### config.mk
export PLATFORM = sky130hd
export DESIGN_NAME = ldcc_top
export DESIGN_NICKNAME = d
export VERILOG_FILES = /design/src/hw/ldcc_top.v /design/src/hw/ldcc_chan_scale.v
export VERILOG_INCLUDE_DIRS = /design/src /design/src/hw
export SDC_FILE = /design/constraint.sdc
export NUM_CORES = 1
export LEC_CHECK = 0
export CAP_MARGIN = 30
export CORE_MARGIN = 10
export CORE_UTILIZATION = 45
export DETAILED_ROUTE_END_ITERATION = 12
export DONT_BUFFER_PORTS = 1
export GPL_ROUTABILITY_DRIVEN = 0
export PLACE_DENSITY = 0.71
export SYNTH_ARGS = -nofsm -noshare
export SYNTH_HDL_FRONTEND = slang
export SYNTH_SLANG_ARGS = --single-unit
### constraint.sdc
create_clock -name i_clk -period 24.1 [get_ports i_clk]
set_input_delay 2.41 -clock i_clk [delete_from_list [all_inputs] [get_ports i_clk]]
set_output_delay 2.41 -clock i_clk [all_outputs]
set_load 0.005 [all_outputs]
### src/hw/ldcc_regs.vh
/*
 * register offsets, field positions, reset values and current scale constants
 * for the led drive current configuration block.
 * assumes inclusion by bare name from design and bench files.
 */
`ifndef LDCC_REGS_VH
`define LDCC_REGS_VH

// ----------------------------------------------------------------
// register offsets
// ----------------------------------------------------------------
`define LDCC_ADDR_PROX_THRESH   8'h10
`define LDCC_ADDR_CHAN1_AMP     8'h11
`define LDCC_ADDR_CHAN2_AMP     8'h12
`define LDCC_ADDR_RANGE         8'h14
`define LDCC_ADDR_PILOT_AMP     8'h15
`define LDCC_ADDR_DEVICE_IDENTIFIER       8'hff

// ----------------------------------------------------------------
// reset values
// ----------------------------------------------------------------
`define LDCC_RST_PROX_THRESH    8'h00
`define LDCC_RST_CHAN1_AMP      8'h00
`define LDCC_RST_CHAN2_AMP      8'h00
`define LDCC_RST_RANGE          8'h00
`define LDCC_RST_PILOT_AMP      8'h00

// ----------------------------------------------------------------
// range register fields
// ----------------------------------------------------------------
`define LDCC_RANGE_CHAN1_LSB    0
`define LDCC_RANGE_CHAN1_MSB    1
`define LDCC_RANGE_CHAN2_LSB    2
`define LDCC_RANGE_CHAN2_MSB    3
`define LDCC_RANGE_USED_MASK    8'h0f

// ----------------------------------------------------------------
// current scale: drive is code * (range + 1) * 50 mA / 255, in uA
// ----------------------------------------------------------------
`define LDCC_FS_STEP_UA         18'd50000
`define LDCC_CODE_MAX           8'hff

// ----------------------------------------------------------------
// proximity threshold compares upper eight of 19 adc bits
// ----------------------------------------------------------------
`define LDCC_ADC_MSB            18
`define LDCC_ADC_CMP_LSB        11

`endif

### src/hw/ldcc_top.v
/*
 * led drive current configuration register bank with proximity mode selection.
 * assumes a byte register port fed by the serial interface front end, a pulse
 * start strobe from the led timing logic and channel 1 adc results.
 */
// Notes on behaviour
// - code zero gives zero current; each step adds one lsb; max gives full scale
// - channel 2 range code 00..11 selects 50, 100, 150, 200 mA full scale
// - channel 1 range sits in range register bits 1:0, same encoding
// - in proximity mode channel 1 uses pilot code scaled by channel 1 range
// - identifier register at top address is read only, fixed, ignores writes
// - leave proximity mode when adc upper eight bits reach programmed threshold
`timescale 1ns/10ps
`include "ldcc_regs.vh"

module ldcc_top #(
    // arbitrary neutral value, not a real part code
    parameter [7:0] DEVICE_IDENTIFIER = 8'h5a
) (
    // clock and reset
    input  wire        i_clk,
    input  wire        i_rst,
    // register port
    input  wire        i_reg_wr,
    input  wire        i_reg_rd,
    input  wire [7:0]  i_reg_addr,
    input  wire [7:0]  i_reg_wdata,
    output reg  [7:0]  o_reg_rdata,
    output reg         o_reg_rvalid,
    // proximity control
    input  wire        i_prox_enable,
    input  wire        i_adc_valid,
    input  wire [18:0] i_adc_data,
    output reg         o_prox_mode,
    output reg         o_prox_event,
    // led timing
    input  wire        i_pulse_start,
    // drive outputs
    output reg  [17:0] o_led1_drive_output,
    output reg  [17:0] o_led2_drive_output,
    output reg  [7:0]  o_chan1_code_active,
    output reg  [7:0]  o_chan2_code_active
);

    // ----------------------------------------------------------------
    // register file
    // ----------------------------------------------------------------
    reg [7:0] proximity_threshold;
    reg [7:0] chan1_amplitude_code;
    reg [7:0] chan2_amplitude_code;
    reg [7:0] led_current_range;
    reg [7:0] proximity_amplitude_code;

    always @(posedge i_clk) begin
        if (i_rst) begin
            proximity_threshold      <= `LDCC_RST_PROX_THRESH;
            chan1_amplitude_code     <= `LDCC_RST_CHAN1_AMP;
            chan2_amplitude_code     <= `LDCC_RST_CHAN2_AMP;
            led_current_range        <= `LDCC_RST_RANGE;
            proximity_amplitude_code <= `LDCC_RST_PILOT_AMP;
        end else if (i_reg_wr) begin
            // identifier address has no write case, so writes there drop
            case (i_reg_addr)
                `LDCC_ADDR_PROX_THRESH: begin
                    proximity_threshold <= i_reg_wdata;
                end
                `LDCC_ADDR_CHAN1_AMP: begin
                    chan1_amplitude_code <= i_reg_wdata;
                end
                `LDCC_ADDR_CHAN2_AMP: begin
                    chan2_amplitude_code <= i_reg_wdata;
                end
                `LDCC_ADDR_RANGE: begin
                    // unused upper bits are stored as zero
                    led_current_range <= i_reg_wdata & `LDCC_RANGE_USED_MASK;
                end
                `LDCC_ADDR_PILOT_AMP: begin
                    proximity_amplitude_code <= i_reg_wdata;
                end
                default: begin
                end
            endcase
        end
    end

    // ----------------------------------------------------------------
    // read path
    // ----------------------------------------------------------------
    reg [7:0] next_rdata;

    always @* begin
        case (i_reg_addr)
            `LDCC_ADDR_PROX_THRESH: next_rdata = proximity_threshold;
            `LDCC_ADDR_CHAN1_AMP:   next_rdata = chan1_amplitude_code;
            `LDCC_ADDR_CHAN2_AMP:   next_rdata = chan2_amplitude_code;
            `LDCC_ADDR_RANGE:       next_rdata = led_current_range;
            `LDCC_ADDR_PILOT_AMP:   next_rdata = proximity_amplitude_code;
            `LDCC_ADDR_DEVICE_IDENTIFIER:     next_rdata = DEVICE_IDENTIFIER;
            // unmapped addresses read back as zero
            default:                next_rdata = 8'h00;
        endcase
    end

    always @(posedge i_clk) begin
        if (i_rst) begin
            o_reg_rdata  <= 8'h00;
            o_reg_rvalid <= 1'b0;
        end else begin
            // read data holds until the next read
            o_reg_rvalid <= i_reg_rd;
            if (i_reg_rd) begin
                o_reg_rdata <= next_rdata;
            end
        end
    end

    // ----------------------------------------------------------------
    // proximity mode
    // ----------------------------------------------------------------
    wire [7:0] adc_upper;
    wire       prox_hit;
    wire       prox_enable_rise;
    reg        prox_enable_q;

    assign adc_upper        = i_adc_data[`LDCC_ADC_MSB:`LDCC_ADC_CMP_LSB];
    // a threshold of one matches any count of 2048 or more
    assign prox_hit         = i_adc_valid && (adc_upper >= proximity_threshold);
    assign prox_enable_rise = i_prox_enable && !prox_enable_q;

    // enable edge detector; resets to the idle level, so an enable held high through reset counts as a rise and enters
    always @(posedge i_clk) begin
        if (i_rst) begin
            prox_enable_q <= 1'b0;
        end else begin
            prox_enable_q <= i_prox_enable;
        end
    end

    // event is a one-cycle pulse on each threshold exit; dropping out by disabling gives none

    always @(posedge i_clk) begin
        if (i_rst) begin
            o_prox_mode  <= 1'b0;
            o_prox_event <= 1'b0;
        end else begin
            o_prox_event <= 1'b0;
            if (!i_prox_enable) begin
                // disabling proximity always drops back to normal mode
                o_prox_mode <= 1'b0;
            end else if (o_prox_mode && prox_hit) begin
                o_prox_mode  <= 1'b0;
                o_prox_event <= 1'b1;
            end else if (prox_enable_rise) begin
                // entering proximity mode swaps channel 1 onto the pilot code
                o_prox_mode <= 1'b1;
            end
        end
    end

    // ----------------------------------------------------------------
    // pulse-latched codes and scaling
    // ----------------------------------------------------------------
    reg  [1:0]  chan1_range_active;
    reg  [1:0]  chan2_range_active;
    wire [15:0] code_bus;
    wire [3:0]  range_bus;
    wire [35:0] ua_bus;
    wire [17:0] led1_ua;
    wire [17:0] led2_ua;

    // codes and ranges are sampled only at pulse start,
    // so a pulse already in flight keeps its current
    always @(posedge i_clk) begin
        if (i_rst) begin
            o_chan1_code_active <= 8'h00;
            o_chan2_code_active <= 8'h00;
            chan1_range_active  <= 2'b00;
            chan2_range_active  <= 2'b00;
        end else if (i_pulse_start) begin
            o_chan1_code_active <= o_prox_mode ? proximity_amplitude_code
                                               : chan1_amplitude_code;
            o_chan2_code_active <= chan2_amplitude_code;
            chan1_range_active  <= led_current_range[`LDCC_RANGE_CHAN1_MSB:`LDCC_RANGE_CHAN1_LSB];
            chan2_range_active  <= led_current_range[`LDCC_RANGE_CHAN2_MSB:`LDCC_RANGE_CHAN2_LSB];
        end
    end

    // ----------------------------------------------------------------
    // per channel current scaling
    // ----------------------------------------------------------------
    // channel 1 rides in the low slice of each bus, channel 2 in the high
    assign code_bus  = {o_chan2_code_active, o_chan1_code_active};
    assign range_bus = {chan2_range_active, chan1_range_active};
    assign led1_ua   = ua_bus[17:0];
    assign led2_ua   = ua_bus[35:18];

    // each scaler is combinational; the latches above hold its inputs
    genvar ch;
    generate
        for (ch = 0; ch < 2; ch = ch + 1) begin : g_scale
            ldcc_chan_scale u_scale (
                .i_code       (code_bus[8*ch +: 8]),
                .i_range      (range_bus[2*ch +: 2]),
                .o_current_ua (ua_bus[18*ch +: 18])
            );
        end
    endgenerate

    // ----------------------------------------------------------------
    // drive outputs
    // ----------------------------------------------------------------
    // one register stage so the drive ports come straight from flops

    always @(posedge i_clk) begin
        if (i_rst) begin
            o_led1_drive_output <= 18'h00000;
            o_led2_drive_output <= 18'h00000;
        end else begin
            o_led1_drive_output <= led1_ua;
            o_led2_drive_output <= led2_ua;
        end
    end

endmodule

### src/hw/ldcc_chan_scale.v
/*
 * one led channel current scaler: turns an amplitude code and a range code
 * into a drive current in microamps.
 * assumes inputs are already held stable for the pulse by the caller.
 */
`timescale 1ns/10ps
`include "ldcc_regs.vh"

module ldcc_chan_scale (
    // codes
    input  wire [7:0]  i_code,
    input  wire [1:0]  i_range,
    // result
    output wire [17:0] o_current_ua
);
    wire [17:0] fs_ua;
    wire [25:0] product;
    wire [25:0] quotient;

    // full scale 50/100/150/200 mA from range 00..11
    assign fs_ua = `LDCC_FS_STEP_UA * ({16'h0000, i_range} + 18'h00001);
    // zero code gives zero, max code gives full scale, linear steps
    assign product = fs_ua * {18'h00000, i_code};
    assign quotient     = product / {18'h00000, `LDCC_CODE_MAX};
    // full scale is at most 200000 uA, so the upper quotient bits stay zero
    assign o_current_ua = quotient[17:0];
endmodule

* Yosys cells after proc, flatten, opt, wreduce, memory -nomap -nowiden
Cells that the tools add are included.
** Operators by class
- $add $sub $neg :: 2
- Multiply operators :: 4
- Divide/modulo/power cells :: 2
- Magnitude comparators :: 1
- Equality and inequality tests :: 6
- Muxes and demuxes :: 3
- Bitwise operators :: 1
- Reductions and logical operators :: 11
** Operators by type and width (count)
- $div A26 B8 Y26 const B :: 2
- $pmux W8 S6 :: 1
- $mul A14 B8 Y22 :: 2
- $eq A8 B5 Y1 const B :: 5
- $mul A12 B18 Y14 const A :: 2
- $reduce_and A2 Y1 :: 5
- $eq A8 B8 Y1 const B :: 1
- $ge A8 B8 Y1 :: 1
- $mux W8 :: 1
- $add A2 B1 Y3 const B :: 2
- $logic_and A1 B1 Y1 :: 3
- $reduce_or A3 Y1 :: 1
- $reduce_or A2 Y1 :: 1
- $logic_not A1 Y1 :: 1
- $mux W1 :: 1
- $not A1 Y1 :: 1
** Storage, ports and cells
- Register bits after elaboration :: 104
- Output and inout port bits :: 63

* Depth between registers and ports, before layout
Gate-level depths: netlist of the first run.
- Depth after elaboration :: 4
- Depth in mapped cells :: 74
- Gate-level depth less buffers :: 63

* Cells and area by module
A second synthesis of the first run with hierarchy kept.
** Second synthesis, totals
- Cells, all modules :: 2629
- Area, all modules :: 20512.2 um2
** By module, submodules not included
- ldcc_chan_scale :: instances 2, cells each 1117, area each 8244.2 um2, seq. area each 0.0 um2
- ldcc_top :: instances 1, cells each 395, area each 4023.9 um2, seq. area each 2082.0 um2

* Least setup slack after synthesis of the first run
OpenSTA, ideal clock, no wires.
- Path kind :: register to register
- From :: register chan2_range_active[0]
- To :: register o_led2_drive_output[0]
- Data arrival time :: 17.461 ns
- Slack :: 6.497 ns
- Cell stages (with the launch flop) :: 72
- Period minus slack after synthesis :: 17.603 ns
- Cells stage by stage :: dfxtp_1 > clkbuf_1 > inv_1 > ha_1 > clkbuf_1 > xnor2_1 > ha_1 > a221oi_1 > nor2b_1 > fa_1 > inv_1 > fa_1 > inv_1 > fa_1 > inv_1 > fa_1 > inv_1 > ha_1 > [... 36 more ...] > nor3_4 > o21ai_2 > o41a_1 > mux2i_4 > a41o_1 > and2_4 > inv_1 > ha_1 > inv_1 > xnor2_1 > ha_1 > and2_1 > a41o_1 > xnor2_1 > ha_1 > o2111ai_1 > a211oi_1 > o221ai_1
** On the way
- Longest elaborated chain between the ends :: 4
** Ends and longest elaborated chain
- start: declaration :: RTL line ldcc_top.v:164 : reg [1:0] chan2_range_active;
- start signal: assignment :: RTL line ldcc_top.v:184 : chan2_range_active <= led_current_range[`LDCC_RANGE_CHAN2_MSB:`LDCC_RANGE_CHAN2_LSB];
- $add A2 B1 Y3 :: RTL line ldcc_chan_scale.v:21 : assign fs_ua = `LDCC_FS_STEP_UA * ({16'h0000, i_range} + 18'h00001);
- $mul A12 B18 Y14 (no line)
- $mul A14 B8 Y22 :: RTL line ldcc_chan_scale.v:23 : assign product = fs_ua * {18'h00000, i_code};
- $div A26 B8 Y26 :: RTL line ldcc_chan_scale.v:24 : assign quotient = product / {18'h00000, `LDCC_CODE_MAX};
- end signal: assignment :: RTL line ldcc_top.v:220 : o_led2_drive_output <= led2_ua;
- end: declaration :: RTL line ldcc_top.v:40 : output reg [17:0] o_led2_drive_output,
No other way between the ends.
A chain may end at the register's enable or synchronous reset.

* Final worst setup path of the first run
Same ends and word-level chain as after synthesis.

==> results of run 1 <==
state kept, by name (all words and copies together), names as in the netlist:
signal	flops
o_chan2_code_active	8
chan1_range_active	2
proximity_amplitude_code	8
o_led1_drive_output	18
chan2_amplitude_code	8
o_prox_mode	1
chan1_amplitude_code	8
o_chan1_code_active	8
chan2_range_active	2
proximity_threshold	8
o_led2_drive_output	18
o_reg_rdata	8
o_reg_rvalid	1
led_current_range	4
o_prox_event	1
prox_enable_q	1
layout make-up:
class	count	area, sq um
fill	4381	23460
multi-input combinational	2093	16420
sequential	104	2082
inverter	260	975.9
tap	592	740.7
clock buffer	9	225.2
clock inverter	7	96.34
timing repair buffer	4	27.53
cells in the final DEF, fill, tap and decap left out, drive strengths merged, types with 13 or more instances in the layout:
cell	count
inv	263
nor2	216
nand2	209
a21oi	133
ha	132
fa	128
o21ai	120
dfxtp	104
and2	80
mux2i	78
nand3	76
xnor2	69
nor3	65
a211oi	54
nor2b	50
o211ai	44
nand2b	42
a31oi	42
xor2	35
o31ai	32
nand4	31
a21o	30
and3	27
o21a	27
or2	24
or3	22
or4	18
and4	17
o2111ai	16
mux2	15
a31o	15
a211o	14
a2111oi	13
layer usage:
layer,up-vias,track usage [%],part of all wire (%)
met3,50,3.287,6.9
met2,675,31.75,46
met4,0,4.522,1.3
met1,9124,26.31,46
li1,9062,-,-
met5,-,0,0
power breakdown:
group          leakage (nW)  switching (mW)  total (mW)  internal, mW
clock                 0.158          0.0927       0.177        0.0842
combinational          7.42           0.236       0.373         0.137
sequential            0.845         0.00690       0.186         0.179
cells in the mapped netlist, types with 50 or more instances:
cell        n  area (sq um)
nor2b_1    50         312.8
nor3_1     60         300.3
nand2_1   207         777.0
and2_1     78         488.0
o21ai_0    91         455.4
fa_1      128          2562
mux2i_1    73         730.7
xnor2_1    66         578.1
a21oi_1   129         645.6
dfxtp_1   104          2082
ha_1      132          1652
nor2_1    213         799.5
inv_1     259         972.2
nand3_1    74         370.4
clkbuf_1   58         217.7
worst register-to-register path, delay by kind of cell, from the launching register on:
family                     cells  cell delay, ns
AOI/OAI and AO/OA             22            8.08
and+or+nand+nor               16            5.29
adders and majority gates     10            4.07
xor gates and xnor gates       4            1.46
buffers and inverters          6            0.78
muxes                          2            0.77
DFF                            1            0.66
cell families after synthesis:
group                    Yosys count  share of synthesized area, %
buffers and inverters            360                         7.292
AND/OR/NAND/NOR                  927                         24.70
multiplexers                      93                         4.940
AO/OA/AOI/OAI                    703                         26.42
adder cells (fa/ha/maj)          262                         21.22
XOR/XNOR                         106                         4.978
flip-flops                       104                         10.43
other                              1                       0.01879
path summary, 6_finish.rpt:
kind              cells after the start                              endpoint  slack, ns                            startpoint
setup / recovery                     60     o_led2_drive_output[0]$_SDFF_PP0_       2.77    chan2_range_active[0]$_SDFFE_PP0P_
hold / removal                        2  chan1_amplitude_code[2]$_SDFFE_PP0P_       0.47  chan1_amplitude_code[2]$_SDFFE_PP0P_
setup reg to reg                     60     o_led2_drive_output[0]$_SDFF_PP0_       2.77    chan2_range_active[0]$_SDFFE_PP0P_
hold reg to reg                       2  chan1_amplitude_code[2]$_SDFFE_PP0P_       0.47  chan1_amplitude_code[2]$_SDFFE_PP0P_
metrics by stage:
stage	hold WS (ns)	total power, mW	utilization [%]
floorplan	0.4462	0.4898	-
global placement	0.4477	0.5397	45.96
detailed placement	0.4580	0.5530	45.99
CTS	0.4698	0.7327	46.72
global route	0.4918	0.7854	46.72
finish	0.4702	0.7364	46.72
==> results.txt, run 1 <==
P&R area growth vs syn = 3.078%
CTS clk-pin slew, worst paths = 0.09 ns
Slew headroom = 28.84%
Crit. End Element = flip-flop
Register area share after synthesis = 10.43%
CTS Buf Count = 9
Root Driver = clkbuf_16
Core footprint = 44030 sq um
Crit-path slowest cell = a22oi_1
Final slew viol count = 0
Drt first-iter violations = 1724
Die area = 53170 sq um
Initial antenna violation count = 0
Post-Syn Area per Cell = 7.808 sq um
Initial core utilization = 45.33%
Max Freq = 46.88 MHz
CP bufs+invs = 6
Cts repair resizes = 0
Worst-Margin Slew = 1.067 ns
Pre-antenna DRT Iters = 6
Status = completed
Worst Path Max Fanout = 13
Post-synth EDFFs = 0
Number of global-route vias before repair = 17.67k
WP data required = 24.30 ns
Syn Std Cell Area = 19960 sq um
Max IR drop VDD = 0.00006075 V
CTS sink cnt = 104
Placed Instances = 3053
Synth Register Bits = 104
Post-layout nets = 2774
Post-place setup slack = 3.268 ns
Setup Buffers After CTS = 0
Die width = 230.6 um
First-pass GRT wire length = 89080 um
Ys flop type = dfxtp_1
Cell Pwr Density = 35.80 nW/um^2
Hold crit path type = flip-flop to flip-flop
RSZ-0062 raised after global routing = no
Synthesis Warnings = 0
Largest net degree at the start of global routing = 100
Layout Cells excl Fill = 3069
CTS H-tree lvls = 3
Max Root-Sink Buffers = 2
Die Y = 230.6 um
Final WL = 53690 um
Startpoint Class = flip-flop
Fin crit period = 21.33 ns
Final setup fails = 0
Crit Path Class = flip-flop to flip-flop
Post-synthesis async set-or-reset flop share = 0%
Count of hold-fix buffers inserted at cts = 0
CTS tree = yes
Share of cells above drive strength 1 = 6.742%
Mapped Cells = 2556
Worst path top cell family by delay = compound AO/OA/AOI/OAI gates
Max Cap Viol = 0
Drt drc = 0
Placed Area = 20250 sq um
Routed Antenna Nets = 0
WL/cell = 17.49 um
Largest stage delay, worst path = 0.90 ns
I/O Pins = 105
Setup_tns = 0 ns
ANT cells = 0
Worst-Skew Late Latency = 0.41 ns
Vias/cell = 6.162
Setup Skew = 0.02645 ns
Final worst path period share = 88.51%
Final worst slack = 2.768 ns
Critical Path Most Common Cell = ha_1
Via Count = 18.91k
Final HPWL DP = 42390 um
Leak Pwr = 8.425 nW
Congestion Overflow GR = 0
Distinct cells, synth = 146
Hold violation count in the final report = 0
Post-Layout Inst Area = 20570 sq um
WP data arrival = 21.53 ns
Port Buf Inserts = 0
Row cnt = 77
GRT Total Usage = 19.45%
(Power assumes the default switching activity.)
==> run 2, diff against run 1 <==
ABC_AREA = 1   (was not set)
CORE_MARGIN = 4   (was 10)
CORE_UTILIZATION = 41   (was 45)
PLACE_DENSITY = 0.66   (was 0.71)
==> run 2 against run 1 <==
Against the previous run:
- core utilization shrank 3.2 points
- total power grew to 4.2 times the previous value
- combinational power grew to 7.3 times the previous value
- setup slack gained 3.9 ns
- area after synthesis grew 1.8%
- fmax grew 22%
- critical path type unchanged
==> results.txt, run 2 <==
Largest family of logic cells by synthesized area = simple AND/OR/NAND/NOR gates
CP bufs+invs = 14
Root Driver = clkbuf_16
Fin crit period = 17.41 ns
Register area share after synthesis = 10.24%
FILL cells = 5190
Final HPWL DP = 40760 um
Port Buf Inserts = 0
Syn Std Cell Area = 20320 sq um
Synth Area in Adders = 20.74%
RSZ-0062 raised after global routing = no
Max Root-Sink Buffers = 2
Distinct cells, synth = 70
Synthesis Warnings = 0
Die Y = 230.6 um
Status = completed
Proportion of synthesized area in mux cells = 0%
GRT Total Usage = 18.31%
Setup Buffers After CTS = 0
List of most frequent post-synthesis cells = nand2_1, inv_1, nor2_1
Post-Synth XOR/XNOR Area = 2.186%
Biggest regs = o_led1_drive_output (18), o_led2_drive_output (18)
Post-Syn Area per Cell = 6.577 sq um
P&R area growth vs syn = 4.778%
Cell Pwr Density = 144.6 nW/um^2
Largest stage delay, worst path = 0.65 ns
Post-synthesis async set-or-reset flop share = 0%
I/O Pins = 105
Worst-Margin Slew = 0.8172 ns
Max Cap Viol = 0
Final slew viol count = 0
Largest net degree at the start of global routing = 60
Hold violation count in the final report = 0
Mapped Cells = 3090
Initial core utilization = 41.52%
Vias/cell = 4.771
Commonest non-fill, non-tap cell in the layout = nand2_1
Startpoint Class = flip-flop
Crit Path Class = flip-flop to flip-flop
WP data required = 24.37 ns
Hold crit path type = flip-flop to flip-flop
Placed Area = 21000 sq um
Leak Pwr = 11.48 nW
Top cell type's share of synthesized area = 13.21%
Via Count = 17.84k
Critical Path Most Common Cell = nand2_2
Congestion Overflow GR = 0
Footprint of the multi-input gates = 15550 sq um
Setup_tns = 0 ns
Util after Layout = 43.50%
Row cnt = 81
Most frequent cells in the layout = nand2_1, inv_1, nor2_1
Die width = 230.6 um
Cts repair resizes = 0
WP data arrival = 17.68 ns
Drt drc = 0
Post-Layout Inst Area = 21290 sq um
CTS Buf Count = 9
CTS H-tree lvls = 3
Setup Skew = 0.01419 ns
Count of hold-fix buffers inserted at cts = 0
Routed Antenna Nets = 0
Crit-path slowest cell = dfxtp_1
Core footprint = 48950 sq um
Die area = 53190 sq um
Final worst path period share = 72.26%
Number of global-route vias before repair = 16.99k
Worst Path Max Fanout = 14
CTS sink cnt = 104
Top cells by area, synth = nand2_1, fa_1, inv_1
Post-synth EDFFs = 0
Hold slack = 0.4155 ns
Worst-Skew Late Latency = 0.39 ns
Worst path top cell family by delay = simple AND/OR/NAND/NOR gates
Ys flop type = dfxtp_1
FF/Latch Area = 2082 sq um
Initial antenna violation count = 3
Drt first-iter violations = 1075
Synth Area in Simple Gates = 44.17%
WL/cell = 12.84 um
Top-count cell post-synth = nand2_1
Synth Register Bits = 104
Max IR drop VDD = 0.0002101 V
Final setup fails = 0
Pre-antenna DRT Iters = 5
CTS clk-pin slew, worst paths = 0.08 ns
Slew headroom = 45.13%
Max Freq = 57.43 MHz
Compound-Gate Fraction of Synth Area = 9.389%
First-pass GRT wire length = 82010 um
Share of cells above drive strength 1 = 18.89%
Crit. End Element = flip-flop
Cell taking the most area after synthesis = nand2_1
Final WL = 48030 um
CTS tree = yes
Post-layout nets = 3372
[run 2: changes by cell type after synthesis, sizes merged, moves of 42 or more]
cell and change:
nand2 +789, inv +389, nand3 +198, nor2 +97, mux2i -78, and2 -75, xnor2 -59, a211oi -53
nor2b -50, nand2b -42
[run 2: cell type report]
class                           instances  area share [%]
Multi-Input combinational cell       2293           73.03
Inverter                              659           11.81
Sequential cell                       104           9.777
Tap cell                              664           3.902
Clock buffer                           10           1.075
Clock inverter                          6          0.2879
Timing Repair Buffer                    3          0.1058
Antenna cell                            1         0.01175
[run 2: per-stage QoR]
step           std cells  setup slack (ns)  power (mW)
6_report            3740             6.686       3.079
5_1_grt             3740             4.886       3.488
4_1_cts             3739             6.588       3.110
3_5_place_dp        3723             6.642       2.943
3_3_place_gp        3723             6.709       2.920
2_1_floorplan       3091             8.939       2.567
[run 2: cells by family (layout without fill, tap and decap cells)]
family | Yosys count | count (layout)
other | 1 | 3
flip-flops | 104 | 104
adder cells (fa/ha/maj) | 260 | 260
AND/OR/NAND/NOR | 1667 | 1667
buffers and inverters | 694 | 678
XOR/XNOR | 46 | 46
AO/OA/AOI/OAI | 318 | 318
[run 2: metal layers]
metal,vias up,routed length (um),GRT usage (%)
met2,307,21940,30.97
li1,9492,-,-
met4,4,599,3.120
met5,-,31,0
met3,45,2598,3.393
met1,7996,22860,24.81
[run 2: worst register-to-register path, delay by kind of cell (launching register included)]
kind,cells,cell delay (ns)
simple gates,78,9.44
fa+ha+maj,10,3.87
buf+inv,14,1.44
compound gates,6,1.09
xor+xnor,3,0.80
flops,1,0.65
[run 2: worst paths after layout]
path	endpoint	slack, ns	depth (start not counted)	startpoint
min	o_prox_mode$_SDFFE_PP0P_	0.42	1	prox_enable_q$_SDFF_PP0_
min reg2reg	o_prox_mode$_SDFFE_PP0P_	0.42	1	prox_enable_q$_SDFF_PP0_
max reg2reg	o_led1_drive_output[0]$_SDFF_PP0_	6.69	111	chan1_range_active[0]$_SDFFE_PP0P_
max	o_led1_drive_output[0]$_SDFF_PP0_	6.69	111	chan1_range_active[0]$_SDFFE_PP0P_
[run 2: power breakdown]
part | switching [mW] | internal [mW]
clock | 0.0808 | 0.0730
sequential | 0.0165 | 0.195
combinational | 1.79 | 0.924
